`src/rtl/ata_sec_pkg.sv`:
```
/*
 * Shared constants and types for the task-file command block:
 * APB register offsets, command codes, field positions, reset values,
 * the controller state enum and the packed status carrier.
 * Assumes a 32-bit APB bus with one aligned word per register.
 */
package ata_sec_pkg;

    localparam int          ADDR_W          = 8;
    localparam logic [7:0]  OFS_COMMAND     = 8'h00;
    localparam logic [7:0]  OFS_LBA_LOW     = 8'h04;
    localparam logic [7:0]  OFS_LBA_MID     = 8'h08;
    localparam logic [7:0]  OFS_LBA_HIGH    = 8'h0c;
    localparam logic [7:0]  OFS_SECTOR_CNT  = 8'h10;
    localparam logic [7:0]  OFS_STATUS      = 8'h14;
    localparam logic [7:0]  OFS_DATA        = 8'h18;
    localparam logic [7:0]  OFS_CONFIG      = 8'h1c;

    localparam logic [7:0]  CMD_VERIFY_EXT  = 8'h42;
    localparam logic [3:0]  CMD_NOP_NIBBLE  = 4'h1;
    localparam logic [7:0]  CMD_SET_PW      = 8'hf1;
    localparam logic [7:0]  CMD_ERASE_PREP  = 8'hf3;
    localparam logic [7:0]  CMD_ERASE_UNIT  = 8'hf4;
    localparam logic [7:0]  CMD_FREEZE      = 8'hf5;
    localparam logic [7:0]  CMD_DISABLE_PW  = 8'hf6;

    localparam int          PW_WORDS        = 16;
    localparam int          SECTOR_WORDS    = 256;
    localparam int          CTRL_ID_BIT     = 0;
    localparam int          CTRL_LEVEL_BIT  = 8;
    localparam int          CFG_SEC_SUP_BIT = 0;
    localparam logic [16:0] VERIFY_MAX_CNT  = 17'h10000;
    localparam logic        CFG_SEC_SUP_RST = 1'b1;

    typedef enum logic [2:0] {
        ST_IDLE,
        ST_VREQ,
        ST_VWAIT,
        ST_DATA,
        ST_EXEC
    } ctl_state_e;

    // Read layout of the status register, bit 0 is err
    typedef struct packed {
        logic frozen;
        logic locked;
        logic user_pw_set;
        logic level_max;
        logic bsy;
        logic drq;
        logic err;
    } sec_status_s;

endpackage : ata_sec_pkg

```
`src/rtl/ata_verify_security_cmds.sv`:
```
/*
 * Task-file command interpreter: 48-bit read verify, recalibrate no-op and
 * the security commands (set/disable password, erase prepare/unit, freeze).
 * Assumes an APB master on pclk, and a media checker that answers each
 * sector_check_req pulse with one sector_check_done pulse.
 */
// Implementation choices: register access over APB and the register addresses.
// Overview of operation
// - Verify ext 42h sets busy, never raises data request, moves no data.
// - After all verify sectors pass, busy clears and interrupt rises.
// - Successful verify leaves last verified sector address in address registers.
// - Verify error stops at failing sector, its address stays in registers.
// - On verify error, sector count holds sectors not yet verified.
// - Any 1Xh command is a no-op completing without touching stored data.
// - Disable password takes one sector; matching password leaves lock mode.
// - Disable password keeps master password; a new user password revives it.
// - Sector word 0 bit 0 picks user/master, words 1-16 password.
// - Erase unit takes one sector; aborts on password mismatch.
// - Erase unit aborts unless previous command was erase prepare.
// - After freeze, set/disable password and erase unit are rejected.
// - Frozen lasts until reset; repeated freeze runs normally, stays frozen.
// - Completing freeze writes zero into the sector count register.
// - Without security support, the freeze code runs wear-level instead.
// - Set user password stores it and arms lock from next reset.
// - High level unlocks by user or master; maximum by user only.
// - Set master password stores it, leaving lock mode and level alone.
`timescale 1ns/1ps
`default_nettype none

module ata_verify_security_cmds
(
    input  wire logic                          pclk,
    input  wire logic                          presetn,
    input  wire logic                          nv_init_n,
    input  wire logic                          psel,
    input  wire logic                          penable,
    input  wire logic                          pwrite,
    input  wire logic [ata_sec_pkg::ADDR_W-1:0] paddr,
    input  wire logic [31:0]                   pwdata,
    output logic      [31:0]                   prdata,
    output logic                               pready,
    output logic                               pslverr,
    output logic                               intrq,
    output logic                               sector_check_req,
    output logic      [47:0]                   sector_check_lba,
    input  wire logic                          sector_check_done,
    input  wire logic                          sector_check_bad,
    output logic                               erase_req,
    output logic                               wear_level_req
);

    ata_sec_pkg::ctl_state_e state;
    logic [15:0] lba_low;
    logic [15:0] lba_mid;
    logic [15:0] lba_high;
    logic [15:0] sector_count;
    logic [16:0] remain;
    logic [7:0]  cmd;
    logic [7:0]  widx;
    logic [15:0] ctrl_word;
    logic        err;
    logic        done_pulse;
    logic        prepared;
    logic        frozen;
    logic        locked;
    logic        rst_seen;
    logic        user_pw_set;
    logic        level_max;
    logic        sec_sup;
    logic [15:0] pw_buf    [ata_sec_pkg::PW_WORDS];
    logic [15:0] user_pw   [ata_sec_pkg::PW_WORDS];
    logic [15:0] master_pw [ata_sec_pkg::PW_WORDS];
    logic [ata_sec_pkg::PW_WORDS-1:0] user_eq;
    logic [ata_sec_pkg::PW_WORDS-1:0] master_eq;
    logic        wr;
    logic        rd;
    logic        cmd_go;
    logic [7:0]  code;
    logic        is_nop;
    logic        sec_cmd;
    logic        pre_abort;
    logic        pw_ok;
    logic        exec_ok;
    logic [47:0] lba;
    logic [47:0] next_lba;
    ata_sec_pkg::sec_status_s status;
    assign wr     = psel && penable && pready && pwrite;
    assign rd     = psel && penable && pready && !pwrite;
    assign code   = pwdata[7:0];
    assign cmd_go = wr && (paddr == ata_sec_pkg::OFS_COMMAND) && (state == ata_sec_pkg::ST_IDLE);
    assign is_nop = (code[7:4] == ata_sec_pkg::CMD_NOP_NIBBLE);
    assign sec_cmd = (code == ata_sec_pkg::CMD_SET_PW) || (code == ata_sec_pkg::CMD_ERASE_UNIT)
                     || (code == ata_sec_pkg::CMD_DISABLE_PW);
    assign pre_abort = !sec_sup || frozen
                       || ((code == ata_sec_pkg::CMD_ERASE_UNIT) && !prepared);
    assign lba = {lba_high[15:8], lba_mid[15:8], lba_low[15:8],
                  lba_high[7:0], lba_mid[7:0], lba_low[7:0]};
    assign next_lba = lba + 48'h1;
    generate
        for (genvar i = 0; i < ata_sec_pkg::PW_WORDS; i++)
        begin : g_cmp
            assign user_eq[i]   = (pw_buf[i] == user_pw[i]);
            assign master_eq[i] = (pw_buf[i] == master_pw[i]);
        end
    endgenerate
    // Master is refused at maximum level even if it matches
    assign pw_ok = ctrl_word[ata_sec_pkg::CTRL_ID_BIT]
                   ? (&master_eq && !level_max)
                   : &user_eq;
    assign exec_ok = (cmd == ata_sec_pkg::CMD_SET_PW) || pw_ok;
    assign status = '{frozen: frozen, locked: locked, user_pw_set: user_pw_set,
                      level_max: level_max,
                      bsy: (state != ata_sec_pkg::ST_IDLE) && (state != ata_sec_pkg::ST_DATA),
                      drq: (state == ata_sec_pkg::ST_DATA), err: err};
    // APB slave: one wait state so read data comes from a flop
    always_ff @(posedge pclk or negedge presetn)
    begin
        if (!presetn)
        begin
            pready  <= 1'b0;
            prdata  <= 32'h0000_0000;
            pslverr <= 1'b0;
        end
        else
        begin
            pready  <= psel && penable && !pready;
            pslverr <= psel && penable && !pready && (paddr > ata_sec_pkg::OFS_CONFIG);
            prdata  <= 32'h0000_0000;
            if (psel && penable && !pready && !pwrite)
            begin
                unique case (paddr)
                    ata_sec_pkg::OFS_COMMAND:    prdata <= {24'h00_0000, cmd};
                    ata_sec_pkg::OFS_LBA_LOW:    prdata <= {16'h0000, lba_low};
                    ata_sec_pkg::OFS_LBA_MID:    prdata <= {16'h0000, lba_mid};
                    ata_sec_pkg::OFS_LBA_HIGH:   prdata <= {16'h0000, lba_high};
                    ata_sec_pkg::OFS_SECTOR_CNT: prdata <= {16'h0000, sector_count};
                    ata_sec_pkg::OFS_STATUS:     prdata <= {25'h000_0000, status};
                    ata_sec_pkg::OFS_CONFIG:     prdata <= {31'h0000_0000, sec_sup};
                    default:                     prdata <= 32'h0000_0000;
                endcase
            end
        end
    end

    // Command sequencing, task-file registers and media verify loop
    always_ff @(posedge pclk or negedge presetn)
    begin
        if (!presetn)
        begin
            state            <= ata_sec_pkg::ST_IDLE;
            lba_low          <= 16'h0000;
            lba_mid          <= 16'h0000;
            lba_high         <= 16'h0000;
            sector_count     <= 16'h0000;
            remain           <= 17'h0_0000;
            cmd              <= 8'h00;
            widx             <= 8'h00;
            ctrl_word        <= 16'h0000;
            err              <= 1'b0;
            done_pulse       <= 1'b0;
            prepared         <= 1'b0;
            sector_check_req <= 1'b0;
            sector_check_lba <= 48'h0000_0000_0000;
            erase_req        <= 1'b0;
            wear_level_req   <= 1'b0;
        end
        else
        begin
            done_pulse       <= 1'b0;
            sector_check_req <= 1'b0;
            erase_req        <= 1'b0;
            wear_level_req   <= 1'b0;
            // Task-file register writes are dropped while busy so the host cannot corrupt a command
            if (wr && (state == ata_sec_pkg::ST_IDLE))
            begin
                unique case (paddr)
                    ata_sec_pkg::OFS_LBA_LOW:    lba_low      <= {lba_low[7:0], pwdata[7:0]};
                    ata_sec_pkg::OFS_LBA_MID:    lba_mid      <= {lba_mid[7:0], pwdata[7:0]};
                    ata_sec_pkg::OFS_LBA_HIGH:   lba_high     <= {lba_high[7:0], pwdata[7:0]};
                    ata_sec_pkg::OFS_SECTOR_CNT: sector_count <= {sector_count[7:0], pwdata[7:0]};
                    default:                     ;
                endcase
            end
            if (cmd_go)
            begin
                cmd      <= code;
                err      <= 1'b0;
                prepared <= (code == ata_sec_pkg::CMD_ERASE_PREP);
                if (code == ata_sec_pkg::CMD_VERIFY_EXT)
                begin
                    remain <= (sector_count == 16'h0000) ? ata_sec_pkg::VERIFY_MAX_CNT
                                                         : {1'b0, sector_count};
                    state  <= ata_sec_pkg::ST_VREQ;
                end
                else if (sec_cmd && !pre_abort)
                begin
                    widx  <= 8'h00;
                    state <= ata_sec_pkg::ST_DATA;
                end
                else
                begin
                    done_pulse <= 1'b1;
                    if (code == ata_sec_pkg::CMD_FREEZE)
                    begin
                        if (sec_sup)
                            sector_count <= 16'h0000;
                        else
                            wear_level_req <= 1'b1;
                    end
                    else if (!is_nop && (code != ata_sec_pkg::CMD_ERASE_PREP))
                        err <= 1'b1;
                end
            end
            unique case (state)
                ata_sec_pkg::ST_IDLE: ;
                ata_sec_pkg::ST_VREQ:
                begin
                    sector_check_req <= 1'b1;
                    sector_check_lba <= lba;
                    state            <= ata_sec_pkg::ST_VWAIT;
                end
                ata_sec_pkg::ST_VWAIT:
                begin
                    if (sector_check_done)
                    begin
                        if (sector_check_bad)
                        begin
                            err          <= 1'b1;
                            sector_count <= remain[15:0];
                            done_pulse   <= 1'b1;
                            state        <= ata_sec_pkg::ST_IDLE;
                        end
                        else if (remain == 17'h0_0001)
                        begin
                            done_pulse <= 1'b1;
                            state      <= ata_sec_pkg::ST_IDLE;
                        end
                        else
                        begin
                            lba_low  <= {next_lba[31:24], next_lba[7:0]};
                            lba_mid  <= {next_lba[39:32], next_lba[15:8]};
                            lba_high <= {next_lba[47:40], next_lba[23:16]};
                            remain   <= remain - 17'h0_0001;
                            state    <= ata_sec_pkg::ST_VREQ;
                        end
                    end
                end
                ata_sec_pkg::ST_DATA:
                begin
                    if (wr && (paddr == ata_sec_pkg::OFS_DATA))
                    begin
                        if (widx == 8'h00)
                            ctrl_word <= pwdata[15:0];
                        widx <= widx + 8'h01;
                        if (widx == 8'(ata_sec_pkg::SECTOR_WORDS - 1))
                            state <= ata_sec_pkg::ST_EXEC;
                    end
                end
                ata_sec_pkg::ST_EXEC:
                begin
                    err        <= !exec_ok;
                    erase_req  <= exec_ok && (cmd == ata_sec_pkg::CMD_ERASE_UNIT);
                    done_pulse <= 1'b1;
                    state      <= ata_sec_pkg::ST_IDLE;
                end
            endcase
        end
    end

    // Password words captured as they stream in
    always_ff @(posedge pclk)
    begin
        if ((state == ata_sec_pkg::ST_DATA) && wr && (paddr == ata_sec_pkg::OFS_DATA)
            && (widx >= 8'h01) && (widx <= 8'(ata_sec_pkg::PW_WORDS)))
            pw_buf[widx[3:0] - 4'h1] <= pwdata[15:0];
    end

    // Stored passwords model flash and survive presetn
    always_ff @(posedge pclk)
    begin
        if ((state == ata_sec_pkg::ST_EXEC) && (cmd == ata_sec_pkg::CMD_SET_PW))
        begin
            for (int i = 0; i < ata_sec_pkg::PW_WORDS; i++)
            begin
                if (ctrl_word[ata_sec_pkg::CTRL_ID_BIT])
                    master_pw[i] <= pw_buf[i];
                else
                    user_pw[i] <= pw_buf[i];
            end
        end
    end

    always_ff @(posedge pclk or negedge nv_init_n)
    begin
        if (!nv_init_n)
        begin
            user_pw_set <= 1'b0;
            level_max   <= 1'b0;
        end
        else if ((state == ata_sec_pkg::ST_EXEC) && exec_ok)
        begin
            if (cmd == ata_sec_pkg::CMD_SET_PW && !ctrl_word[ata_sec_pkg::CTRL_ID_BIT])
            begin
                user_pw_set <= 1'b1;
                level_max   <= ctrl_word[ata_sec_pkg::CTRL_LEVEL_BIT];
            end
            else if (cmd != ata_sec_pkg::CMD_SET_PW)
                user_pw_set <= 1'b0;
        end
    end

    // Lock is armed one cycle after reset release, never from a port under reset
    always_ff @(posedge pclk or negedge presetn)
    begin
        if (!presetn)
        begin
            rst_seen <= 1'b0;
            locked   <= 1'b0;
            frozen   <= 1'b0;
        end
        else
        begin
            rst_seen <= 1'b1;
            if (!rst_seen)
                locked <= user_pw_set;
            else if ((state == ata_sec_pkg::ST_EXEC) && exec_ok && (cmd != ata_sec_pkg::CMD_SET_PW))
                locked <= 1'b0;
            if (cmd_go && (code == ata_sec_pkg::CMD_FREEZE) && sec_sup)
                frozen <= 1'b1;
        end
    end

    always_ff @(posedge pclk or negedge presetn)
    begin
        if (!presetn)
            sec_sup <= ata_sec_pkg::CFG_SEC_SUP_RST;
        else if (wr && (paddr == ata_sec_pkg::OFS_CONFIG))
            sec_sup <= pwdata[ata_sec_pkg::CFG_SEC_SUP_BIT];
    end
    // Interrupt: set beats the clear by status read or new command
    always_ff @(posedge pclk or negedge presetn)
    begin
        if (!presetn)
            intrq <= 1'b0;
        else if (done_pulse)
            intrq <= 1'b1;
        else if (cmd_go || (rd && (paddr == ata_sec_pkg::OFS_STATUS)))
            intrq <= 1'b0;
    end
endmodule : ata_verify_security_cmds
`default_nettype wire

```
`config.mk`:
```
export PLATFORM = sky130hd
export DESIGN_NAME = ata_verify_security_cmds
export DESIGN_NICKNAME = d
export VERILOG_FILES = /design/src/rtl/ata_sec_pkg.sv /design/src/rtl/ata_verify_security_cmds.sv
export SDC_FILE = /design/constraint.sdc
export NUM_CORES = 1
export LEC_CHECK = 0
export BUFFER_PORTS_ARGS = -buffer_cell sky130_fd_sc_hd__buf_2
export CAP_MARGIN = 5
export CORE_MARGIN = 1
export CORE_UTILIZATION = 28
export DETAILED_ROUTE_END_ITERATION = 10
export PLACE_DENSITY = 0.41
export SYNTH_ARGS = -nofsm -noshare
export SYNTH_HDL_FRONTEND = slang
export SYNTH_SLANG_ARGS = --single-unit
```
`constraint.sdc`:
```
create_clock -name pclk -period 16.5 [get_ports pclk]
set_input_delay 3.3 -clock pclk [delete_from_list [all_inputs] [get_ports pclk]]
set_output_delay 3.3 -clock pclk [all_outputs]
set_load 0.02 [all_outputs]
```
# --- Yosys cells after proc, flatten, opt, wreduce, memory -nomap -nowiden ---
# Memory sizes are Yosys's and may differ from the RTL's.
# Index checks and enable logic that the tools add are counted.
totals:
  regBits: 204
  ramBits: 768
  out_inout_bits: 86
  n_memories: 3
mem_list:
  columns: ["memory", "depth", "width", "read_ports", "rd_clocked_by_memory_dff", "wr", "line", "rtl"]
  rows:
  - ["master_pw", 16, 16, 16, 0, 16, "ata_verify_security_cmds.sv:72", "logic [15:0] master_pw [ata_sec_pkg::PW_WORDS];"]
  - ["pw_buf", 16, 16, 16, 0, 1, "ata_verify_security_cmds.sv:70", "logic [15:0] pw_buf [ata_sec_pkg::PW_WORDS];"]
  - ["user_pw", 16, 16, 16, 0, 16, "ata_verify_security_cmds.sv:71", "logic [15:0] user_pw [ata_sec_pkg::PW_WORDS];"]
op_classes:
  addsub: 4
  n_lt_le_gt_ge: 3
  n_eq_ne: 58
  n_mux: 88
  reduce_logical: 56
ops:
  columns: ["cell", "n"]
  rows:
  - ["equality test 16 bit", 32]
  - ["two-way mux 16 bit", 28]
  - ["two-way mux 17 bit", 7]
  - ["one-hot mux 16 bit (7 select lines)", 1]
  - ["equality test 8 bit, second input constant", 8]
  - ["adder 48 x 1 -> 48 bit, second input constant", 1]
  - ["two-way mux 8 bit", 5]
  - ["two-way mux 1 bit", 37]
  - ["equality test 8 x 5 -> 1 bit, second input constant", 4]
  - ["two-way mux 32 bit", 1]
  - ["AND reduction 16 bit", 2]
  - ["logical AND 1 bit", 29]
  - ["two-way mux 3 bit", 6]
  - ["equality test 17 x 1 -> 1 bit, second input constant", 1]
  - ["subtractor 17 x 1 -> 17 bit, second input constant", 1]
  - ["equality test 8 x 4 -> 1 bit, second input constant", 2]
  - ["logical NOT 16 bit", 1]
  - ["logical NOT 8 bit", 2]
  - ["!= test 8 bit, second input constant", 2]
  - ["one-hot mux 3 bit (4 select lines)", 1]
  - ["logical NOT 1 bit", 9]
  - ["adder 8 x 1 -> 8 bit, second input constant", 1]
  - ["equality test 8 x 3 -> 1 bit, second input constant", 1]
  - ["equality test 8 x 7 -> 1 bit, second input constant", 1]
  - ["17 further kinds", 26]

# --- Logic depth before layout (Yosys ltp) ---
logic_depth:
  depth_word: 13
  depth_mapped: 11
  ltp_nobuf: 9

# --- Worst setup path before layout ---
# OpenSTA, ideal clock, no wires.
synth_timing:
  kind: "register -> register"
  start: "register cmd[1]"
  end: "register level_max"
  setup_ns: 0.121
  arrival_time_ns: 13.342
  required_time_ns: 16.379
  setup_slack_ns: 3.036
  stages_incl_launch_ff: 6
  path_buffers: 0
  period_less_slack_ns: 13.464
  path_cell_list: "dfrtp_1 -> or3_1 -> nor3b_1 -> nand2_1 -> nor2_1 -> mux2_2"
synth_via:
  elab_chain_len: 4
  elab_cells_between_ends: 5
  cone_classes: "1 x eq/ne; 4 x reduce/logical"
synth_rtl:
  columns: ["element", "line", "rtl"]
  rows:
  - ["start, declared", "ata_verify_security_cmds.sv:58", "logic [7:0] cmd;"]
  - ["start signal, assigned", "ata_verify_security_cmds.sv:186", "cmd <= code;"]
  - ["equality test 8 bit *", "ata_verify_security_cmds.sv:110, ata_verify_security_cmds.sv:302", null]
  - ["logical OR 1 bit", "ata_verify_security_cmds.sv:110", "assign exec_ok = (cmd == ata_sec_pkg::CMD_SET_PW) || pw_ok;"]
  - ["logical AND 1 bit", "ata_verify_security_cmds.sv:300", "else if ((state == ata_sec_pkg::ST_EXEC) && exec_ok)"]
  - ["AND reduction 2 bit (no source line) *", null, null]
  - ["end signal, assigned", "ata_verify_security_cmds.sv:305", "level_max <= ctrl_word[ata_sec_pkg::CTRL_LEVEL_BIT];"]
  - ["end, declared", "ata_verify_security_cmds.sv:68", "logic level_max;"]
# Every way passes the cells marked *; elsewhere a longest branch is shown, timed or not.
# A chain may end at the register's enable or synchronous reset.

# --- Worst setup path in the final report ---
layout_timing:
  start: "input port paddr[3] (netlist bit)"
  end: "memory pw_buf[9][15] (enable)"
layout_via:
  elab_chain_len: 6
layout_rtl:
  columns: ["element", "line", "rtl"]
  rows:
  - ["start, declared", "ata_verify_security_cmds.sv:38", "input wire logic [ata_sec_pkg::ADDR_W-1:0] paddr,"]
  - ["equality test 8 x 5 -> 1 bit", "ata_verify_security_cmds.sv:273", "if ((state == ata_sec_pkg::ST_DATA) && wr && (paddr == ata_sec_pkg::OFS_DATA)"]
  - ["logical AND 1 bit", "ata_verify_security_cmds.sv:273", null]
  - ["logical AND 1 bit (2 in series)", "ata_verify_security_cmds.sv:274", "&& (widx >= 8'h01) && (widx <= 8'(ata_sec_pkg::PW_WORDS)))"]
  - ["two-way mux 1 bit", "ata_verify_security_cmds.sv:273", null]
  - ["two-way mux 1 bit (not written as such)", "ata_verify_security_cmds.sv:275", "pw_buf[widx[3:0] - 4'h1] <= pwdata[15:0];"]
  - ["end, declared", "ata_verify_security_cmds.sv:70", null]
# No other way between the ends.

==> results.cfg <==
[yosys]
netlist.area_leader.share = 0.575
ys_ff_latch = 949
synth-warning-count = 0
avg_cell_area_syn_um2 = 13.9
synthTopCellsByArea = edfxtp_1 57%, dfrtp_1 11%, xor2_1 2.8%, xnor2_1 2.6%, nand2b_1 2.4%
synth_edf_count = 768
synthArstFlopShare = 0.191
syn_inst = 2888
post-synth-top-area-cell = edfxtp_1
yosys.cell_types.count = 78
yosys_most_used_dff = edfxtp_1
synth_sequential_area_ratio = 0.687
syn-cell-area_mm2 = 0.0401

[power]
cellPowerDensity_mw_per_mm2 = 124
power.share.clock = 0.431
power.share.switching = 0.256
p_sw_mw = 1.49
share_comb_of_total_power = 0.078
seq_power_share = 0.491
intPower_mw = 4.33
power.static_leakage_nw = 16.1
vdd_drop_max_uv = 74.3

[clock_tree]
cts-hold-fix-buffers = 0
clock_latency_ns = 0.73
cts_made_buffers = 107
total_setup_buffers_inserted_after_cts = 0
cts.reportedPaths.clkPinSlew_ns = 0.06
tritoncts = built
clockRootBuffer = clkbuf_16
htree_num_levels = 3
ctsResizeCount = 0
clock_path_buffers = 3
clock_sinks = 949

[placement]
routabilityCongestion = 0.958
place_hpwl_mm = 121
placed_area_mm2 = 0.0431
buffer_ports.inserted = 101

[timing]
finalCriticalPeriod_ns = 6.27
timing.final.setup_violations = 0
fin_setup_tns_ns = 0
hold_viol = 0
worst-slew-pin-transition_ns = 1.26
rel_slew_slack = 0.158
fmax_mhz = 160
setup_clock_skew_after_layout_ns = 0.0301
final_critical_path_share_of_the_clock_period = 0.380
unrepaired_setup_endpoints_after_global_routing = no
final-max-slew-violation-count = 0
whs_ns = 0.445

[global_routing]
groute.usage.overall = 0.229
grt_overflow = 0
wire_length_of_the_first_global_routing_pass_mm = 227
number_of_global_route_vias_before_repair = 25900
maximum_number_of_pins_on_one_net_before_global_route_repair = 146
grt_antenna_before_repair = 12

[route]
remaining_drc_errors = 0
vias_per_cell = 5.26
detail-route-antenna-nets = 0
drtIter0Drc = 3154
routed-via-count = 26600
dr.pass1.iters = 6
drt-wirelength-per-cell_um = 33.2
routed_wl_mm = 168

[final_layout]
final_core_util = 0.330
number_of_filler_cells_placed_in_the_layout = 14100
area_delta_synth_final_pct = 16.6
postLayoutCellArea_mm2 = 0.0468
final_layout_size_suffix_gt1_frac = 0.136
multiInputGateArea_mm2 = 0.0117
nNetsFinal = 3135
layout.area.seq_mm2 = 0.0276

[worst_setup_path]
crit_family = simple AND/OR/NAND/NOR gates
worstPathCellList = buf_2 > nand2b_1 > nor2_1 > and4b_1 > nand2_1 > nor3b_1 > nand2_1 > nor2_2 > buf_4
setup.worst_path.end_class = flop
timing.critical_path.slowest_stage_cell = buf_4
cp_max_fo = 29
critical_path_class = in2reg
critPathArrivalTime_ns = 6.60
crit_top_cell = nand2_1
worstSetupStartpointType = input port
cp.required_ns = 16.84
crit_buf_inv = 2
crit_path_max_incr_delay_ns = 0.59

[run]
timing.max_cap.violations = 0

[run_status]
run_status = completed

[floorplanning]
floorplan.initialDensity = 0.283
core_area_mm2 = 0.142
core.rowCount = 138
die_x_um = 381
fp.dieArea_mm2 = 0.145
ios = 134
chipHeight_um = 381

[worst_hold_path]
worstHoldPathType = reg2reg
==> path summary, 6_finish.rpt <==
kind,from,to,slack [ns],cells after the start
min,done_pulse$_DFF_PN0_,intrq$_DFFE_PN0P_,0.45,1
min in group asynchronous,nv_init_n,user_pw_set$_DFFE_PN0P_,2.36,1
min reg2reg,done_pulse$_DFF_PN0_,intrq$_DFFE_PN0P_,0.45,1
max reg2reg,cmd[7]$_DFFE_PN0N_,master_pw[0][60]$_DFFE_PP_,11.91,6
max,paddr[3],pw_buf[9][15]$_DFFE_PP_,10.23,9
max in group asynchronous,presetn,sector_check_req$_DFF_PN0_,12.26,2
==> flip-flops by register name, indices dropped and copies added (netlist names), 2 cells and up <==
name              cells
cmd                   8
ctrl_word             2
lba_high             16
lba_low              16
lba_mid              16
master_pw           256
prdata               16
pw_buf              256
remain               17
sector_check_lba     48
sector_count         16
state                 3
user_pw             256
widx                  8
==> cells in the final DEF, fill, tap and decap left out, drive strengths merged, types with 10 or more instances in the layout <==
cell / n
o22ai: 62
clkbuf: 126
o2bb2ai: 11
dfrtp: 180
a21oi: 50
nand2: 150
a22oi: 23
and3: 16
a211oi: 17
xnor2: 120
nor2b: 125
nand4b: 10
nand2b: 152
nor4: 105
a311oi: 27
xor2: 127
conb: 17
mux2i: 19
nor3: 46
bufinv: 16
o21ai: 49
or3: 11
a2111oi: 16
edfxtp: 768
mux2: 64
nand3: 32
nor2: 156
nor3b: 11
clkinv: 52
nand4: 104
a22o: 23
o2111ai: 31
inv: 173
a2111o: 16
buf: 144
nor4b: 12
==> per-layer routing <==
metal,vias up,routed length (um),global-route usage
met2,1149,80900,0.379
met1,14000,72300,0.311
met4,6,4860,0.0622
met5,-,35,0
li1,11300,-,-
met3,225,10300,0.0338
==> worst reg2reg max path: cells and delay by family (launching register included) <==
family | cells | cell delay (ns)
flip-flops | 1 | 0.41
AND/OR/NAND/NOR | 4 | 1.83
buffers and inverters | 2 | 1.47
==> synth_stat cells (48+ instances only) <==
cell      number
nand2_1      149
nand2b_1     152
o21ai_0       48
a21oi_1       50
nor2_1       154
xor2_1       127
nand4_1      103
xnor2_1      120
inv_1        170
o22ai_1       62
edfxtp_1     768
nor4_1       102
mux2_2        64
nor2b_1      125
dfrtp_1      180
==> kinds of logic after synthesis <==
| family | synth area share |
|---|---|
| mux | 0.0266 |
| fa+ha+maj | 0.00249 |
| xor+xnor | 0.0539 |
| simple gates | 0.135 |
| compound gates | 0.0686 |
| buf+inv | 0.0255 |
| flops | 0.687 |
| other cells | 0.000187 |
==> power groups by stage <==
stage	Combinational (mW)	Clock, mW	Sequential, mW
detailed placement	0.460	0	2.90
finish	0.452	2.51	2.86
global route	0.493	2.64	2.87
floorplan	0.272	0	2.85
CTS	0.460	2.56	2.86
global placement	0.454	0	2.90
==> cell type report <==
class,instances,share of cell area
Tap cell,1890,0.0505
Sequential cell,949,0.590
Clock inverter,75,0.0171
Antenna cell,6,0.000321
Timing Repair Buffer,145,0.0186
Multi-Input combinational cell,1706,0.250
Inverter,170,0.0136
Clock buffer,125,0.0606
==> metrics by stage <==
stage	instances	setup slack, ns	power [mW]
final	5066	10.23	5.82
after global routing	5060	10.12	6.00
after CTS	5060	10.28	5.87
after detailed placement	4860	9.53	3.36
after global placement	4860	9.59	3.36
after floorplan	2903	3.04	3.12
(Power assumes the default switching activity.)
